[config.mk]
export PLATFORM = sky130hd
export DESIGN_NAME = local_bus_interface_flat
export DESIGN_NICKNAME = d
export VERILOG_FILES = /design/src/design/lbi_pkg.sv /design/src/design/lbi_periph_if.sv /design/src/design/local_bus_interface.sv /design/src/flat_wrapper.sv
export SDC_FILE = /design/constraint.sdc
export NUM_CORES = 1
export LEC_CHECK = 0
export ABC_AREA = 1
export BUFFER_PORTS_ARGS = -buffer_cell sky130_fd_sc_hd__buf_2
export CORE_MARGIN = 2
export CORE_UTILIZATION = 63
export DETAILED_ROUTE_END_ITERATION = 10
export PLACE_DENSITY = 0.8
export SLEW_MARGIN = 20
export SYNTH_ARGS = -nofsm -noshare
export SYNTH_HDL_FRONTEND = slang
export SYNTH_HIERARCHICAL = 1
export SYNTH_SLANG_ARGS = --single-unit
[constraint.sdc]
create_clock -name mclk -period 3.2 [get_ports mclk]
set_clock_uncertainty 0.1 [all_clocks]
set_input_delay 0.32 -clock mclk [delete_from_list [all_inputs] [get_ports mclk]]
set_output_delay 0.32 -clock mclk [all_outputs]
set_load 0.01 [all_outputs]
[src/design/lbi_pkg.sv]
// shared constants of the local bus interface and its host end
package lbi_pkg;
  localparam int unsigned CLK_HZ        = 200_000_000;
  localparam int unsigned RATE_AUTO_BPS = 340_000;
  localparam int unsigned RATE_IBC_BPS  = 250_000;
  // half a bit cycle, rounded down so the rate is never undershot
  localparam int unsigned HALF_AUTO     = CLK_HZ / RATE_AUTO_BPS / 2;
  localparam int unsigned HALF_IBC      = CLK_HZ / RATE_IBC_BPS / 2;
  localparam int unsigned HALF_W        = 10;
  localparam int unsigned IDLE_BITS     = 4;
  localparam int unsigned IDLE_CYC      = IDLE_BITS * 2 * HALF_IBC;
  localparam int unsigned IDLE_W        = 12;
  localparam int unsigned MAX_PARTICIPANTS = 9;
  localparam int unsigned ROW_BITS      = 9;

  // device register indices on the peripheral port
  localparam logic [2:0] REG_CTRL   = 3'h0;
  localparam logic [2:0] REG_TXDATA = 3'h1;
  localparam logic [2:0] REG_RXDATA = 3'h2;
  localparam logic [2:0] REG_ALARM  = 3'h3;
  localparam logic [2:0] REG_STATUS = 3'h4;
  localparam logic [2:0] REG_CMD    = 3'h5;
  localparam logic [2:0] REG_STRAPS = 3'h6;
  localparam logic [7:0] CTRL_RST   = 8'h00;
  localparam int unsigned CTRL_EN   = 0;
  localparam int unsigned CTRL_IBC  = 1;
  localparam int unsigned CMD_SEND  = 0;
  localparam int unsigned CMD_RESET = 1;
  localparam int unsigned CMD_ACK   = 2;
  localparam int unsigned STAT_ERR  = 3;
  localparam int unsigned STAT_RXE  = 4;
  localparam int unsigned STAT_TXF  = 5;
  localparam int unsigned STAT_MSG  = 6;
  localparam int unsigned STAT_BUSY = 7;

  // local bus pin vector: clock, qualifier, data of bus a then bus b
  localparam int unsigned LB_T = 0;
  localparam int unsigned LB_B = 1;
  localparam int unsigned LB_D = 2;
  localparam int unsigned LB_BUS_B = 3;

  // host end axi4-lite offsets
  localparam logic [7:0] H_CMD      = 8'h00;
  localparam logic [7:0] H_RESULT   = 8'h04;
  localparam logic [7:0] H_BUF_STAT = 8'h08;
  localparam logic [7:0] H_BUF_BASE = 8'h40;
  localparam int unsigned H_CMD_WR  = 16;

  typedef enum logic [2:0] {
    transfer_reset_state, transfer_idle_state, transfer_wait_state, transfer_abort_state
  } lp_state_e;
endpackage

[src/design/lbi_periph_if.sv]
// peripheral access port between host end and bus interface
`timescale 1ns/1ps
interface lbi_periph_if;
  logic       sel;
  logic       wr;
  logic [2:0] addr;
  logic [7:0] wdata;
  logic [7:0] rdata;
  logic       ack;
  modport host (output sel, output wr, output addr, output wdata, input rdata, input ack);
  modport dev  (input sel, input wr, input addr, input wdata, output rdata, output ack);
endinterface

[src/design/local_bus_interface.sv]
// local bus interface: registers, fifos, line protocol controller
// Notes on behaviour
// - host reaches everything as a peripheral
// - control register selects operating functions
// - transmit fifo sent bit-serially on bus
// - received bits assembled into receive fifo
// - host reads receive fifo byte by byte
// - host forwards only after whole message
// - alarm register request sent on alarm channel
// - status register shows line protocol state
// - own transmission read back and compared
// - row and column parity, distance four
// - 340 kbit/s autonomous, 250 via converter
// - half duplex, no receive while sending
// - redundant wired-or output on two buses
// - at most nine participants per segment
// - addresses and redundancy taken from straps
// - reset state until bus idle seen
// - start, data or flags, stops, back idle
// - abort left only by reset
// - bus zero with participant zero forbidden; straps of 0 and 0 are taken without any check
//
// The register offsets and the AXI4-Lite interface to the registers were left to the implementer.
`timescale 1ns/1ps
module lbi_fifo #(
  parameter int unsigned DEPTH = 16
) (
  input  wire logic       mclk,
  input  wire logic       arst_n,
  input  wire logic       push,
  input  wire logic [7:0] din,
  input  wire logic       pop,
  output logic      [7:0] dout,
  output logic            empty,
  output logic            full
);
  localparam int unsigned AW = $clog2(DEPTH);
  logic [7:0]  mem_q [DEPTH];
  logic [AW:0] wp_q, rp_q;
  wire         do_push = push & ~full;
  wire         do_pop  = pop & ~empty;
  assign empty = (wp_q == rp_q);
  assign full  = (wp_q[AW-1:0] == rp_q[AW-1:0]) & (wp_q[AW] != rp_q[AW]);
  assign dout  = mem_q[rp_q[AW-1:0]];
  always_ff @(posedge mclk) begin
    if (do_push) mem_q[wp_q[AW-1:0]] <= din;
  end
  always_ff @(posedge mclk or negedge arst_n) begin
    if (!arst_n) begin
      wp_q <= '0;
      rp_q <= '0;
    end else begin
      wp_q <= wp_q + (AW+1)'(do_push);
      rp_q <= rp_q + (AW+1)'(do_pop);
    end
  end
endmodule // lbi_fifo

module local_bus_interface
  import lbi_pkg::*;
#(
  parameter int unsigned FIFO_DEPTH  = 16,
  parameter int unsigned BUS_ADDR_W  = 4,
  parameter int unsigned PART_ADDR_W = 4
) (
  input  wire logic                   mclk,
  input  wire logic                   arst_n,
  lbi_periph_if.dev                   pb,
  input  wire logic [BUS_ADDR_W-1:0]  strap_bus_addr,
  input  wire logic [PART_ADDR_W-1:0] strap_part_addr,
  input  wire logic                   strap_redundant,
  input  wire logic [5:0]             lb_i,
  output logic      [5:0]             lb_o,
  output logic      [5:0]             lb_oe_n
);
  typedef enum logic [2:0] {tx_off, tx_start, tx_kind, tx_bits, tx_stop_data, tx_stop_xfer} tx_e;

  ////////////////////////////////////////////////////////////////////////
  // register access
  logic [7:0] ctrl_q, alarm_q, rdata_q, straps_q;
  logic       ack_q, strap_done_q, redund_q;
  logic       send_q, alarm_pend_q, msg_q, err_q;
  lp_state_e  lp_q;
  tx_e        tx_q;
  wire        acc    = pb.sel & ~ack_q;
  wire        wr_acc = acc & pb.wr;
  wire        rd_acc = acc & ~pb.wr;
  wire        wr_cmd = wr_acc & (pb.addr == REG_CMD);
  wire        sw_rst = wr_cmd & pb.wdata[CMD_RESET];
  wire        txf_empty, txf_full, rxf_empty, rxf_full;
  wire [7:0]  txf_dout, rxf_dout;
  wire        tx_act = (tx_q != tx_off);
  wire [7:0]  status = {tx_act, msg_q, txf_full, rxf_empty, err_q, lp_q};
  wire [7:0]  rd_mux = (pb.addr == REG_CTRL)   ? ctrl_q :
                       (pb.addr == REG_RXDATA) ? rxf_dout :
                       (pb.addr == REG_ALARM)  ? alarm_q :
                       (pb.addr == REG_STATUS) ? status :
                       (pb.addr == REG_STRAPS) ? straps_q : 8'h00;
  assign pb.ack   = ack_q;
  assign pb.rdata = rdata_q;

  always_ff @(posedge mclk or negedge arst_n) begin
    if (!arst_n) begin
      ack_q   <= 1'b0;
      rdata_q <= 8'h00;
      ctrl_q  <= CTRL_RST;
      alarm_q <= 8'h00;
    end else begin
      ack_q <= acc;
      if (rd_acc) rdata_q <= rd_mux;
      if (wr_acc && pb.addr == REG_CTRL) ctrl_q <= pb.wdata;
      if (wr_acc && pb.addr == REG_ALARM) alarm_q <= pb.wdata;
    end
  end

  // straps are caught once, at the first edge after reset release
  always_ff @(posedge mclk or negedge arst_n) begin
    if (!arst_n) begin
      strap_done_q <= 1'b0;
      straps_q     <= 8'h00;
      redund_q     <= 1'b0;
    end else if (!strap_done_q) begin
      strap_done_q <= 1'b1;
      straps_q     <= 8'({strap_bus_addr, strap_part_addr});
      redund_q     <= strap_redundant;
    end
  end

  ////////////////////////////////////////////////////////////////////////
  // fifos
  logic [7:0] held_q;
  logic       have_q, rx_push;
  logic       tx_pop;
  lbi_fifo #(.DEPTH(FIFO_DEPTH)) u_txf (
    .mclk  (mclk),
    .arst_n(arst_n),
    .push  (wr_acc & (pb.addr == REG_TXDATA)),
    .din   (pb.wdata),
    .pop   (tx_pop),
    .dout  (txf_dout),
    .empty (txf_empty),
    .full  (txf_full)
  );
  lbi_fifo #(.DEPTH(FIFO_DEPTH)) u_rxf (
    .mclk  (mclk),
    .arst_n(arst_n),
    .push  (rx_push),
    .din   (held_q),
    .pop   (rd_acc & (pb.addr == REG_RXDATA)),
    .dout  (rxf_dout),
    .empty (rxf_empty),
    .full  (rxf_full)
  );

  ////////////////////////////////////////////////////////////////////////
  // line sampling
  logic [5:0] s1_q, s2_q;
  logic       t_prev_q;
  // bus b only counts when strapped redundant
  wire [2:0] ln = s2_q[2:0] | (s2_q[5:3] & {3{redund_q}});
  wire       ln_t = ln[LB_T];
  wire       ln_b = ln[LB_B];
  wire       ln_d = ln[LB_D];
  always_ff @(posedge mclk or negedge arst_n) begin
    if (!arst_n) begin
      s1_q     <= 6'h00;
      s2_q     <= 6'h00;
      t_prev_q <= 1'b0;
    end else begin
      s1_q     <= lb_i;
      s2_q     <= s1_q;
      t_prev_q <= ln_t;
    end
  end
  wire       rise = ln_t & ~t_prev_q;
  wire       quiet = ~(ln_t | ln_b | ln_d);
  logic [IDLE_W-1:0] qcnt_q;
  wire       idle_seen = (qcnt_q == IDLE_W'(IDLE_CYC));

  ////////////////////////////////////////////////////////////////////////
  // receiver: active only while not sending
  logic [8:0] sh_q;
  logic [7:0] col_q;
  logic [3:0] bitn_q;
  logic       first_q, kind_q;
  wire        rx_on   = ~tx_act & (lp_q == transfer_wait_state) & rise;
  wire        stop_dt = rx_on & ln_b & ~ln_d;
  wire        stop_xf = rx_on & ln_b & ln_d;
  wire        row_ok  = (bitn_q == 4'(ROW_BITS)) & ~(^sh_q);
  wire        rx_bad  = (rx_on & ~ln_b & ~first_q & (bitn_q == 4'(ROW_BITS))) |
                        (stop_dt & (~row_ok | (have_q & ~kind_q & rxf_full))) |
                        (stop_xf & ((bitn_q != 4'h0) | (col_q != 8'h00) | ~have_q));
  assign rx_push = stop_dt & row_ok & have_q & ~kind_q & ~rxf_full;

  ////////////////////////////////////////////////////////////////////////
  // transmitter and bit timing
  logic [HALF_W-1:0] tcnt_q;
  logic       thi_q, flag_q, chk_q, fsent_q;
  logic [8:0] txsh_q;
  logic [7:0] txcol_q;
  logic [3:0] txn_q;
  wire [HALF_W-1:0] half = ctrl_q[CTRL_IBC] ? HALF_W'(HALF_IBC) : HALF_W'(HALF_AUTO);
  wire        sym_end  = tx_act & thi_q & (tcnt_q == half - 1'b1);
  wire        drv_b    = (tx_q == tx_start) | (tx_q == tx_stop_data) | (tx_q == tx_stop_xfer);
  wire        drv_d    = (tx_q == tx_start) | (tx_q == tx_stop_xfer) |
                         ((tx_q == tx_kind) & flag_q) | ((tx_q == tx_bits) & txsh_q[0]);
  wire        mismatch = sym_end & ((ln_b != drv_b) | (ln_d != drv_d));
  wire        more     = flag_q ? (~fsent_q | ~chk_q) : (~txf_empty | ~chk_q);
  wire [7:0]  nbyte    = (flag_q & ~fsent_q) ? alarm_q :
                         (~flag_q & ~txf_empty) ? txf_dout : txcol_q;
  wire        load     = sym_end & ~mismatch & ((tx_q == tx_kind) | ((tx_q == tx_stop_data) & more));
  wire        go       = ~tx_act & (lp_q == transfer_idle_state) & ctrl_q[CTRL_EN] &
                         (send_q | alarm_pend_q) & quiet;
  assign tx_pop = load & ~flag_q & ~txf_empty;

  always_ff @(posedge mclk or negedge arst_n) begin
    if (!arst_n) begin
      tx_q <= tx_off;
      tcnt_q <= '0;
      thi_q <= 1'b0;
      flag_q <= 1'b0;
      chk_q <= 1'b0;
      fsent_q <= 1'b0;
      txsh_q <= 9'h000;
      txcol_q <= 8'h00;
      txn_q <= 4'h0;
    end else if (sw_rst || mismatch) begin
      tx_q <= tx_off;
      thi_q <= 1'b0;
      tcnt_q <= '0;
    end else if (go) begin
      tx_q <= tx_start;
      flag_q <= alarm_pend_q; // alarm request takes precedence
      chk_q <= 1'b0;
      fsent_q <= 1'b0;
      txcol_q <= 8'h00;
      tcnt_q <= '0;
    end else if (tx_act) begin
      tcnt_q <= (tcnt_q == half - 1'b1) ? '0 : tcnt_q + 1'b1;
      if (tcnt_q == half - 1'b1) thi_q <= ~thi_q;
      if (load) begin
        txsh_q <= {^nbyte, nbyte};
        txcol_q <= txcol_q ^ nbyte;
        txn_q <= 4'h0;
        if (flag_q & ~fsent_q) fsent_q <= 1'b1;
        else if (flag_q | txf_empty) chk_q <= 1'b1;
      end
      if (sym_end) begin
        case (tx_q)
          tx_start: tx_q <= tx_kind;
          tx_kind: tx_q <= tx_bits;
          tx_bits: begin
            txsh_q <= {1'b0, txsh_q[8:1]};
            txn_q <= txn_q + 4'h1;
            if (txn_q == 4'(ROW_BITS - 1)) tx_q <= tx_stop_data;
          end
          tx_stop_data: tx_q <= more ? tx_bits : tx_stop_xfer;
          default: tx_q <= tx_off;
        endcase
      end
    end
  end

  // wired-or pins: drive high, release for low; bus b only if redundant
  wire [2:0] drv = {drv_d, drv_b, thi_q} & {3{tx_act}};
  always_ff @(posedge mclk or negedge arst_n) begin
    if (!arst_n) begin
      lb_o    <= 6'h00;
      lb_oe_n <= 6'h3f;
    end else begin
      lb_o    <= {drv & {3{redund_q}}, drv};
      lb_oe_n <= ~{drv & {3{redund_q}}, drv};
    end
  end

  ////////////////////////////////////////////////////////////////////////
  // line protocol state and flags
  always_ff @(posedge mclk or negedge arst_n) begin
    if (!arst_n) begin
      lp_q <= transfer_reset_state;
      qcnt_q <= '0;
      sh_q <= 9'h000;
      col_q <= 8'h00;
      bitn_q <= 4'h0;
      first_q <= 1'b0;
      kind_q <= 1'b0;
      held_q <= 8'h00;
      have_q <= 1'b0;
      err_q <= 1'b0;
      msg_q <= 1'b0;
      send_q <= 1'b0;
      alarm_pend_q <= 1'b0;
    end else begin
      qcnt_q <= quiet ? (idle_seen ? qcnt_q : qcnt_q + 1'b1) : '0;
      if (wr_cmd && pb.wdata[CMD_ACK]) msg_q <= 1'b0;
      if (wr_cmd && pb.wdata[CMD_SEND]) send_q <= 1'b1;
      if (wr_acc && pb.addr == REG_ALARM) alarm_pend_q <= 1'b1;
      if (sw_rst) begin
        lp_q <= transfer_reset_state;
        err_q <= 1'b0;
        send_q <= 1'b0;
        alarm_pend_q <= 1'b0;
      end else if (mismatch || rx_bad) begin
        lp_q <= transfer_abort_state;
        err_q <= 1'b1;
      end else begin
        case (lp_q)
          transfer_reset_state: if (idle_seen) lp_q <= transfer_idle_state;
          transfer_idle_state: begin
            if (go) begin
              lp_q <= transfer_wait_state;
              if (alarm_pend_q) alarm_pend_q <= 1'b0;
              else send_q <= 1'b0;
            end else if (rise && ln_b && ln_d) begin
              lp_q <= transfer_wait_state;
              first_q <= 1'b1;
              bitn_q <= 4'h0;
              col_q <= 8'h00;
              have_q <= 1'b0;
            end
          end
          transfer_wait_state: begin
            if (tx_act) begin
              if (sym_end && tx_q == tx_stop_xfer) lp_q <= transfer_idle_state;
            end else if (rx_on && !ln_b) begin
              if (first_q) kind_q <= ln_d;
              else sh_q <= {ln_d, sh_q[8:1]};
              if (!first_q) bitn_q <= bitn_q + 4'h1;
              first_q <= 1'b0;
            end else if (stop_dt) begin
              held_q <= sh_q[7:0];
              have_q <= 1'b1;
              col_q <= col_q ^ sh_q[7:0];
              bitn_q <= 4'h0;
            end else if (stop_xf) begin
              lp_q <= transfer_idle_state;
              if (!kind_q) msg_q <= 1'b1; // set wins over ack
            end
          end
          default: lp_q <= lp_q;
        endcase
      end
    end
  end
endmodule // local_bus_interface

[src/flat_wrapper.sv]
// flat-port wrapper written by rule: the top's interface ports become plain ports
module local_bus_interface_flat import lbi_pkg::*;
#(
  parameter int unsigned FIFO_DEPTH  = 16,
  parameter int unsigned BUS_ADDR_W  = 4,
  parameter int unsigned PART_ADDR_W = 4
)
  (mclk, arst_n, strap_bus_addr, strap_part_addr, strap_redundant, lb_i, lb_o, lb_oe_n, pb_sel, pb_wr, pb_addr, pb_wdata, pb_rdata, pb_ack);
  lbi_periph_if pb_i ();
  input  wire logic mclk;
  input  wire logic arst_n;
  input  wire logic [BUS_ADDR_W-1:0] strap_bus_addr;
  input  wire logic [PART_ADDR_W-1:0] strap_part_addr;
  input  wire logic strap_redundant;
  input  wire logic [5:0] lb_i;
  output logic      [5:0] lb_o;
  output logic      [5:0] lb_oe_n;
  input wire logic [$bits(pb_i.sel)-1:0] pb_sel;
  input wire logic [$bits(pb_i.wr)-1:0] pb_wr;
  input wire logic [$bits(pb_i.addr)-1:0] pb_addr;
  input wire logic [$bits(pb_i.wdata)-1:0] pb_wdata;
  output wire logic [$bits(pb_i.rdata)-1:0] pb_rdata;
  output wire logic [$bits(pb_i.ack)-1:0] pb_ack;
  assign pb_i.sel = pb_sel;
  assign pb_i.wr = pb_wr;
  assign pb_i.addr = pb_addr;
  assign pb_i.wdata = pb_wdata;
  assign pb_rdata = pb_i.rdata;
  assign pb_ack = pb_i.ack;
  local_bus_interface #(.FIFO_DEPTH(FIFO_DEPTH), .BUS_ADDR_W(BUS_ADDR_W), .PART_ADDR_W(PART_ADDR_W)) u_core (.mclk(mclk), .arst_n(arst_n), .pb(pb_i), .strap_bus_addr(strap_bus_addr), .strap_part_addr(strap_part_addr), .strap_redundant(strap_redundant), .lb_i(lb_i), .lb_o(lb_o), .lb_oe_n(lb_oe_n));
endmodule
After elaboration in Yosys (flattened, before gate mapping)

Memory sizes are Yosys's and may differ from the RTL's.
Cells that the tools add are included.

Bits in registers: 169
Memory bits (writable): 256
Input port bits: 30
Output and inout bits: 21
Word-level logic and storage cells: 339
Memories kept: 2

Memories:

| name               | depth | width | read ports | clocked after Yosys merged registers in | wr ports | line                      | text |
|---|---|---|---|---|---|---|---|
| u_core.u_rxf.mem_q | 16    | 8     | 1          | 0                                       | 1        | local_bus_interface.sv:38 | `logic [7:0] mem_q [DEPTH];` |
| u_core.u_txf.mem_q | 16    | 8     | 1          | 0                                       | 1        | local_bus_interface.sv:38 |  |

Add/subtract/negate cells: 9
Eq/ne operators: 43
Mux-type cells: 106
Bitwise operators: 98
Reductions and logical operators: 43

Operators by type and width:

| kind                                           | number |
|---|---|
| two-way mux 8 bit                              | 16 |
| two-way mux 1 bit                              | 50 |
| two-way mux 3 bit                              | 16 |
| AND 1 bit                                      | 47 |
| two-way mux 10 bit                             | 4 |
| two-way mux 4 bit                              | 9 |
| two-way mux 9 bit                              | 3 |
| NOT 1 bit                                      | 26 |
| two-way mux 12 bit                             | 2 |
| adder 5 x 1 -> 5 bit                           | 4 |
| bitwise OR 1 bit                               | 18 |
| AND reduction 6 bit                            | 3 |
| case mux 8 bit (2 select lines)                | 1 |
| AND reduction 8 bit                            | 2 |
| nonzero test 2 bit                             | 8 |
| bitwise XOR 8 bit                              | 2 |
| == test 3 x 2 -> 1 bit (second input constant) | 5 |
| == test 3 bit (second input constant)          | 5 |
| != test 5 x 3 -> 1 bit (second input constant) | 3 |
| AND reduction 7 bit                            | 2 |
| adder 12 x 1 -> 12 bit (second input constant) | 1 |
| == test 12 bit (second input constant)         | 1 |
| != test 2 bit (second input constant)          | 6 |
| case mux 3 bit (4 select lines)                | 1 |
| other kinds (36)                               | 64 |

Longest topological paths before layout

Word-level depth: 14
Mapped depth: 21
Gate-level depth less buffers: 20

Modules after synthesis

Netlist, hierarchy kept.

Modules (own cells, without submodules):

| module              | instances | cells an instance | area each (µm²) | sequential area each (µm²) |
|---|---|---|---|---|
| lbi_fifo            | 2         | 612               | 6,124.6         | 4,093.9 |
| local_bus_interface | 1         | 893               | 7,611.0         | 3,711.1 |

Worst setup path before layout

No wires, ideal clock.

Path type: flip-flop to flip-flop
From: register u_core.tx_q[0]
To: memory u_core.u_rxf.mem_q[15][0], enable pin
Setup time: 0.370 ns
Data arrival time: 2.378 ns
Required time: 2.730 ns
Slack: 0.352 ns
Stages on the path, launching flop included: 11
Path buffers: 1
Period minus slack after synthesis: 2.848 ns
Cell sequence: dfrtp_1 > nor2_1 > nand2_4 > nor2_2 > nand2_4 > nor3_4 > inv_1 > nor4_1 > nand2_4 > buf_6 > nor2_1

Longest elaborated chain between the ends: 13

RTL lines:

| item                                    | line                       | text |
|---|---|---|
| start, declared                         | local_bus_interface.sv:84  | `tx_e tx_q;` |
| start signal, assigned                  | local_bus_interface.sv:218 | `tx_q <= tx_off;` |
| start signal, assigned                  | local_bus_interface.sv:228 | `tx_q <= tx_off;` |
| start signal, assigned                  | local_bus_interface.sv:232 | `tx_q <= tx_start;` |
| nonzero test 3 bit                      | local_bus_interface.sv:92  | `wire tx_act = (tx_q != tx_off);` |
| NOT 1 bit (no line)                     | --                         |  |
| AND 1 bit (2 in a row)                  | local_bus_interface.sv:186 | `wire rx_on = ~tx_act & (lp_q == transfer_wait_state) & rise;` |
| AND 1 bit (2 in a row)                  | local_bus_interface.sv:187 | `wire stop_dt = rx_on & ln_b & ~ln_d;` |
| AND 1 bit (4 in a row)                  | local_bus_interface.sv:193 | `assign rx_push = stop_dt & row_ok & have_q & ~kind_q & ~rxf_full;` |
| via u_core.rx_push                      | local_bus_interface.sv:132 | `logic have_q, rx_push;` |
| AND 1 bit                               | local_bus_interface.sv:40  | `wire do_push = push & ~full;` |
| two-way mux 1 bit                       | local_bus_interface.sv:46  | `if (do_push) mem_q[wp_q[AW-1:0]] <= din;` |
| two-way mux 1 bit (not written as such) | local_bus_interface.sv:46  |  |
| end, declared                           | local_bus_interface.sv:38  |  |

The timed path passes the listed nets, and every way through them passes these cells.

Final worst setup path

From: register u_core.u_txf.rp_q[3]
To: register u_core.u_txf.rp_q[4]

Longest elaborated chain between the ends: 11

RTL lines:

| item                   | line                                                   | text |
|---|---|---|
| start, declared        | local_bus_interface.sv:39                              | `logic [AW:0] wp_q, rp_q;` |
| start signal, assigned | local_bus_interface.sv:54                              | `rp_q <= rp_q + (AW+1)'(do_pop);` |
| == test 5 bit *        | local_bus_interface.sv:42                              | `assign empty = (wp_q == rp_q);` |
| via u_core.txf_empty   | local_bus_interface.sv:90                              | `wire txf_empty, txf_full, rxf_empty, rxf_full;` |
| NOT 1 bit *            | local_bus_interface.sv:208, local_bus_interface.sv:214 |  |
| bitwise OR 1 bit       | local_bus_interface.sv:208                             | `wire more = flag_q ? (~fsent_q \| ~chk_q) : (~txf_empty \| ~chk_q);` |
| two-way mux 1 bit      | local_bus_interface.sv:208                             |  |
| AND 1 bit              | local_bus_interface.sv:211                             | `wire load = sym_end & ~mismatch & ((tx_q == tx_kind) \| ((tx_q == tx_stop_data) & more));` |
| bitwise OR 1 bit       | local_bus_interface.sv:211                             |  |
| AND 1 bit              | local_bus_interface.sv:211                             |  |
| AND 1 bit              | local_bus_interface.sv:214                             | `assign tx_pop = load & ~flag_q & ~txf_empty;` |
| AND 1 bit *            | local_bus_interface.sv:214                             |  |
| via u_core.tx_pop      | local_bus_interface.sv:133                             | `logic tx_pop;` |
| AND 1 bit *            | local_bus_interface.sv:41                              | `wire do_pop = pop & ~empty;` |
| adder 5 x 1 -> 5 bit * | local_bus_interface.sv:54                              |  |

The timed path passes the listed nets; every way through them passes the cells marked *.
A chain may end at the register's enable or synchronous reset.

==> run summary <==
First-pass GRT wire length: 73500 microns
Largest net degree at the start of global routing: 65
Final Wtd Congestion: 0.994
Row count: 65
Fin. max-slew vios: 0
Critical path startpoint category: register
Fin. Hold Viols: 0
Leak pwr: 10.1 nW
Internal: 9.78 mW
Top sig layer: met4
TritonCTS clock tree: yes
I/O pins: 51
Post-synth top flop: edfxtp_1
Hold WC Path Type: in2reg
Routed Wire Length: 45500 microns
Worst hold path stage count: 1
Setup ws final: 0.219 ns
CTS Buf Count: 43
Clk root buf: clkbuf_16
Yosys cell types: 56
R2R Path End: u_core/u_txf/rp_q[4]
GRT Overall Usage: 0.282
Vias: 14838
Synthesized area: 19900 sq um
Status: finished, final reports clean
Max Fclk: 0.335 GHz
DRT met1 WL: 18400 microns
Inst Count DP: 2547
Die H: 182 microns
RSZ-0062 raised after global routing: no
Worst vdd ir: 0.497 mV
Final setup viols: 0
Wire per inst: 17.2 microns
Sw Share: 0.296
Critical R2R Launch: u_core/u_txf/rp_q[3]
Register-to-Register Setup Slack: 0.22 ns
Area of the multi-input gates: 6280 sq um
Crit end category: register
Core Area: 31300 sq um
Max_slew headroom: 0.479
Switch Pwr: 4.11 mW
HP Start: pb_wdata[4]
Final core occ: 0.708
FF/Latch Area: 11900 sq um
Die ar.: 33000 sq um
Grt total ovfl: 0
Critical path class: reg2reg
Comb pwr share: 0.162
Clk buf depth: 3
Cells after synthesis: 2117
Sequential fraction of design power: 0.485
Arrival time worst endpoint: 3.35 ns
Post-synth ARST share: 0.396
Post-layout minimum cycle time: 2.98 ns
Syn avg cell area: 9.38 sq um
DRT Pass-1 Iters: 8
Flops & latches, synth: 424
Die width: 182 microns
Clk pwr share: 0.352
Max-cap viol count: 0
Crit-path max FO: 12
Iteration-0 DRC count of the detailed router: 1604
Hold endpoint: u_core/u_txf/mem_q[7][4]
Cell Count, Final, Fillers Out: 2644
Initial antenna violation count: 1
Filler cell count: 2204
Initial Utilization: 0.634
Port buffer count: 50
H-tree levels: 2
DR vias/cell: 5.61
Share of cells above drive strength 1: 0.111
R2r worst-path depth: 20
PD cells: 627 nW/um^2
DRT antenna net count: 0
Ys Warns: 6
Routed wl met2: 22200 microns
Area Overhead vs Synth: 11.7%
Metal3 WL: 3070 microns
Post-synth EDFFs: 256
Post-route clock period utilization: 0.932
Mapped Nets: 2163
Final HPWL from detailed placement: 29800 microns
# nets final: 2253
Post-route DRC: 0
Worst slew pin tran: 0.782 ns
Sink Count: 424
Setup TNS: 0 ns
Skew-Pair Late Insertion Delay: 0.55 ns
Sequential fraction of the synthesis area: 0.599
Worst-path clk slew: 0.06 ns
Setup Slack @ Placement: 0.195 ns
Required @ worst endpoint: 3.57 ns
Vias in the first global route: 14561
area by class of cell:
cell class / instances / share of cell area
clock buffer: 50 / 0.0502
timing repair buffer: 113 / 0.0365
inverter: 344 / 0.0583
multi-input combinational: 1281 / 0.283
tap: 402 / 0.0227
clock inverter: 29 / 0.0120
sequential: 424 / 0.537
antenna: 1 / 0.000113
cell families after synthesis:
family | after synthesis | synth area share
buffers and inverters | 412 | 0.0844
other | 1 | 0.000189
AND/OR/NAND/NOR | 1043 | 0.232
XOR/XNOR | 36 | 0.0159
flip-flops | 424 | 0.599
AO/OA/AOI/OAI | 177 | 0.0542
adder cells (fa/ha/maj) | 16 | 0.0101
multiplexers | 8 | 0.00454
critical path, cell delays in order, from the launching register on:
cell and delay [ns]:
dfrtp_2 0.46, inv_2 0.13, nand2_1 0.08, nand2_1 0.05, nor2_1 0.18, nand2_1 0.10
nor2_1 0.10, or2_4 0.20, nand2_4 0.07, inv_2 0.11, nand2_1 0.06, a21oi_1 0.16
inv_1 0.10, nand3_2 0.14, nor2_1 0.06, o21ai_0 0.08, inv_1 0.07, ha_1 0.20
ha_1 0.21, nand3_1 0.09, xnor2_1 0.13
per-layer routing:
layer | up-vias | track usage
met5 | - | 0
li1 | 7036 | -
met4 | 0 | 0.124
met1 | 7085 | 0.370
met2 | 582 | 0.469
met3 | 135 | 0.0461
cells in the mapped netlist, drive strengths merged (7+ instances only):
master,n,area [sq um]
xnor2,12,105
o22ai,9,56.3
dfrtp,162,4050
nand2,590,2270
nand3,274,1410
nor3,23,136
mux2,8,90.1
inv,343,1290
a21oi,36,206
buf,55,324
xor2,24,210
nand4,16,125
nor2,126,553
o21bai,24,180
nor4,7,50.1
clkbuf,13,58.8
o21ai,85,455
ha,16,200
edfxtp,256,7690
cells in the final DEF (no fill, tap or decap), types with 24 or more instances in the layout:
master and count:
nand3_1 268, buf_4 43, buf_2 49, edfxtp_1 256, o21bai_1 24, inv_1 327
nand2_1 578, o21ai_0 67, nor2_1 113, xor2_1 24, a21oi_1 33, clkbuf_16 43
dfrtp_1 158
power by group through the flow:
stage	clock, mW	sequential, mW	combinational, mW
6_report	4.90	6.74	2.26
4_1_cts	4.96	6.75	2.20
5_1_grt	5.19	6.78	2.48
3_3_place_gp	0	6.84	2.09
2_1_floorplan	0	6.60	1.55
3_5_place_dp	0	6.86	2.16
through the flow:
stage | instance area (sq um) | hold slack, ns | total power [mW]
floorplan | 19900 | -0.0756 | 8.16
global placement | 20600 | 0.173 | 8.93
detailed placement | 20600 | 0.179 | 9.02
CTS | 22200 | 0.0747 | 13.9
global route | 22200 | 0.0852 | 14.5
finish | 22200 | 0.0791 | 13.9
worst max path at each step:
stage / startpoint / endpoint / slack, ns / depth (start not counted)
6_report: u_core/u_txf/rp_q[3] / u_core/u_txf/rp_q[4] / 0.22 / 20
5_1_grt: u_core/u_txf/rp_q[3] / u_core/u_txf/rp_q[4] / 0.03 / 20
4_1_cts: u_core/u_txf/rp_q[3] / u_core/u_txf/rp_q[4] / 0.16 / 20
3_5_place_dp: u_core/u_txf/rp_q[3] / u_core/u_txf/rp_q[4] / 0.19 / 20
3_3_place_gp: u_core/u_txf/rp_q[3] / u_core/u_txf/rp_q[2] / 0.27 / 19
2_1_floorplan: u_core/tx_q[0] / u_core/u_rxf/mem_q[15][0] / 0.35 / 10
flip-flops by register name, summed over array words and instances (netlist names), 6 cells and up:
name	flops
u_core/sh_q	9
u_core/s1_q	6
u_core/u_rxf/mem_q	128
u_core/lb_oe_n	6
u_core/pb.rdata	8
u_core/txsh_q	9
u_core/ctrl_q	8
u_core/txcol_q	8
u_core/alarm_q	8
u_core/s2_q	6
u_core/qcnt_q	12
u_core/u_txf/mem_q	128
u_core/held_q	8
u_core/straps_q	8
u_core/tcnt_q	10
u_core/col_q	8
u_core/lb_o	6
what timing repair did:
action	4_1_cts	5_1_grt
resized for setup	0	2
hold endpoints to repair	59	0
setup endpoints to repair	0	2
hold buffers	17	0
setup buffers	0	0
(Power assumes the default switching activity.)
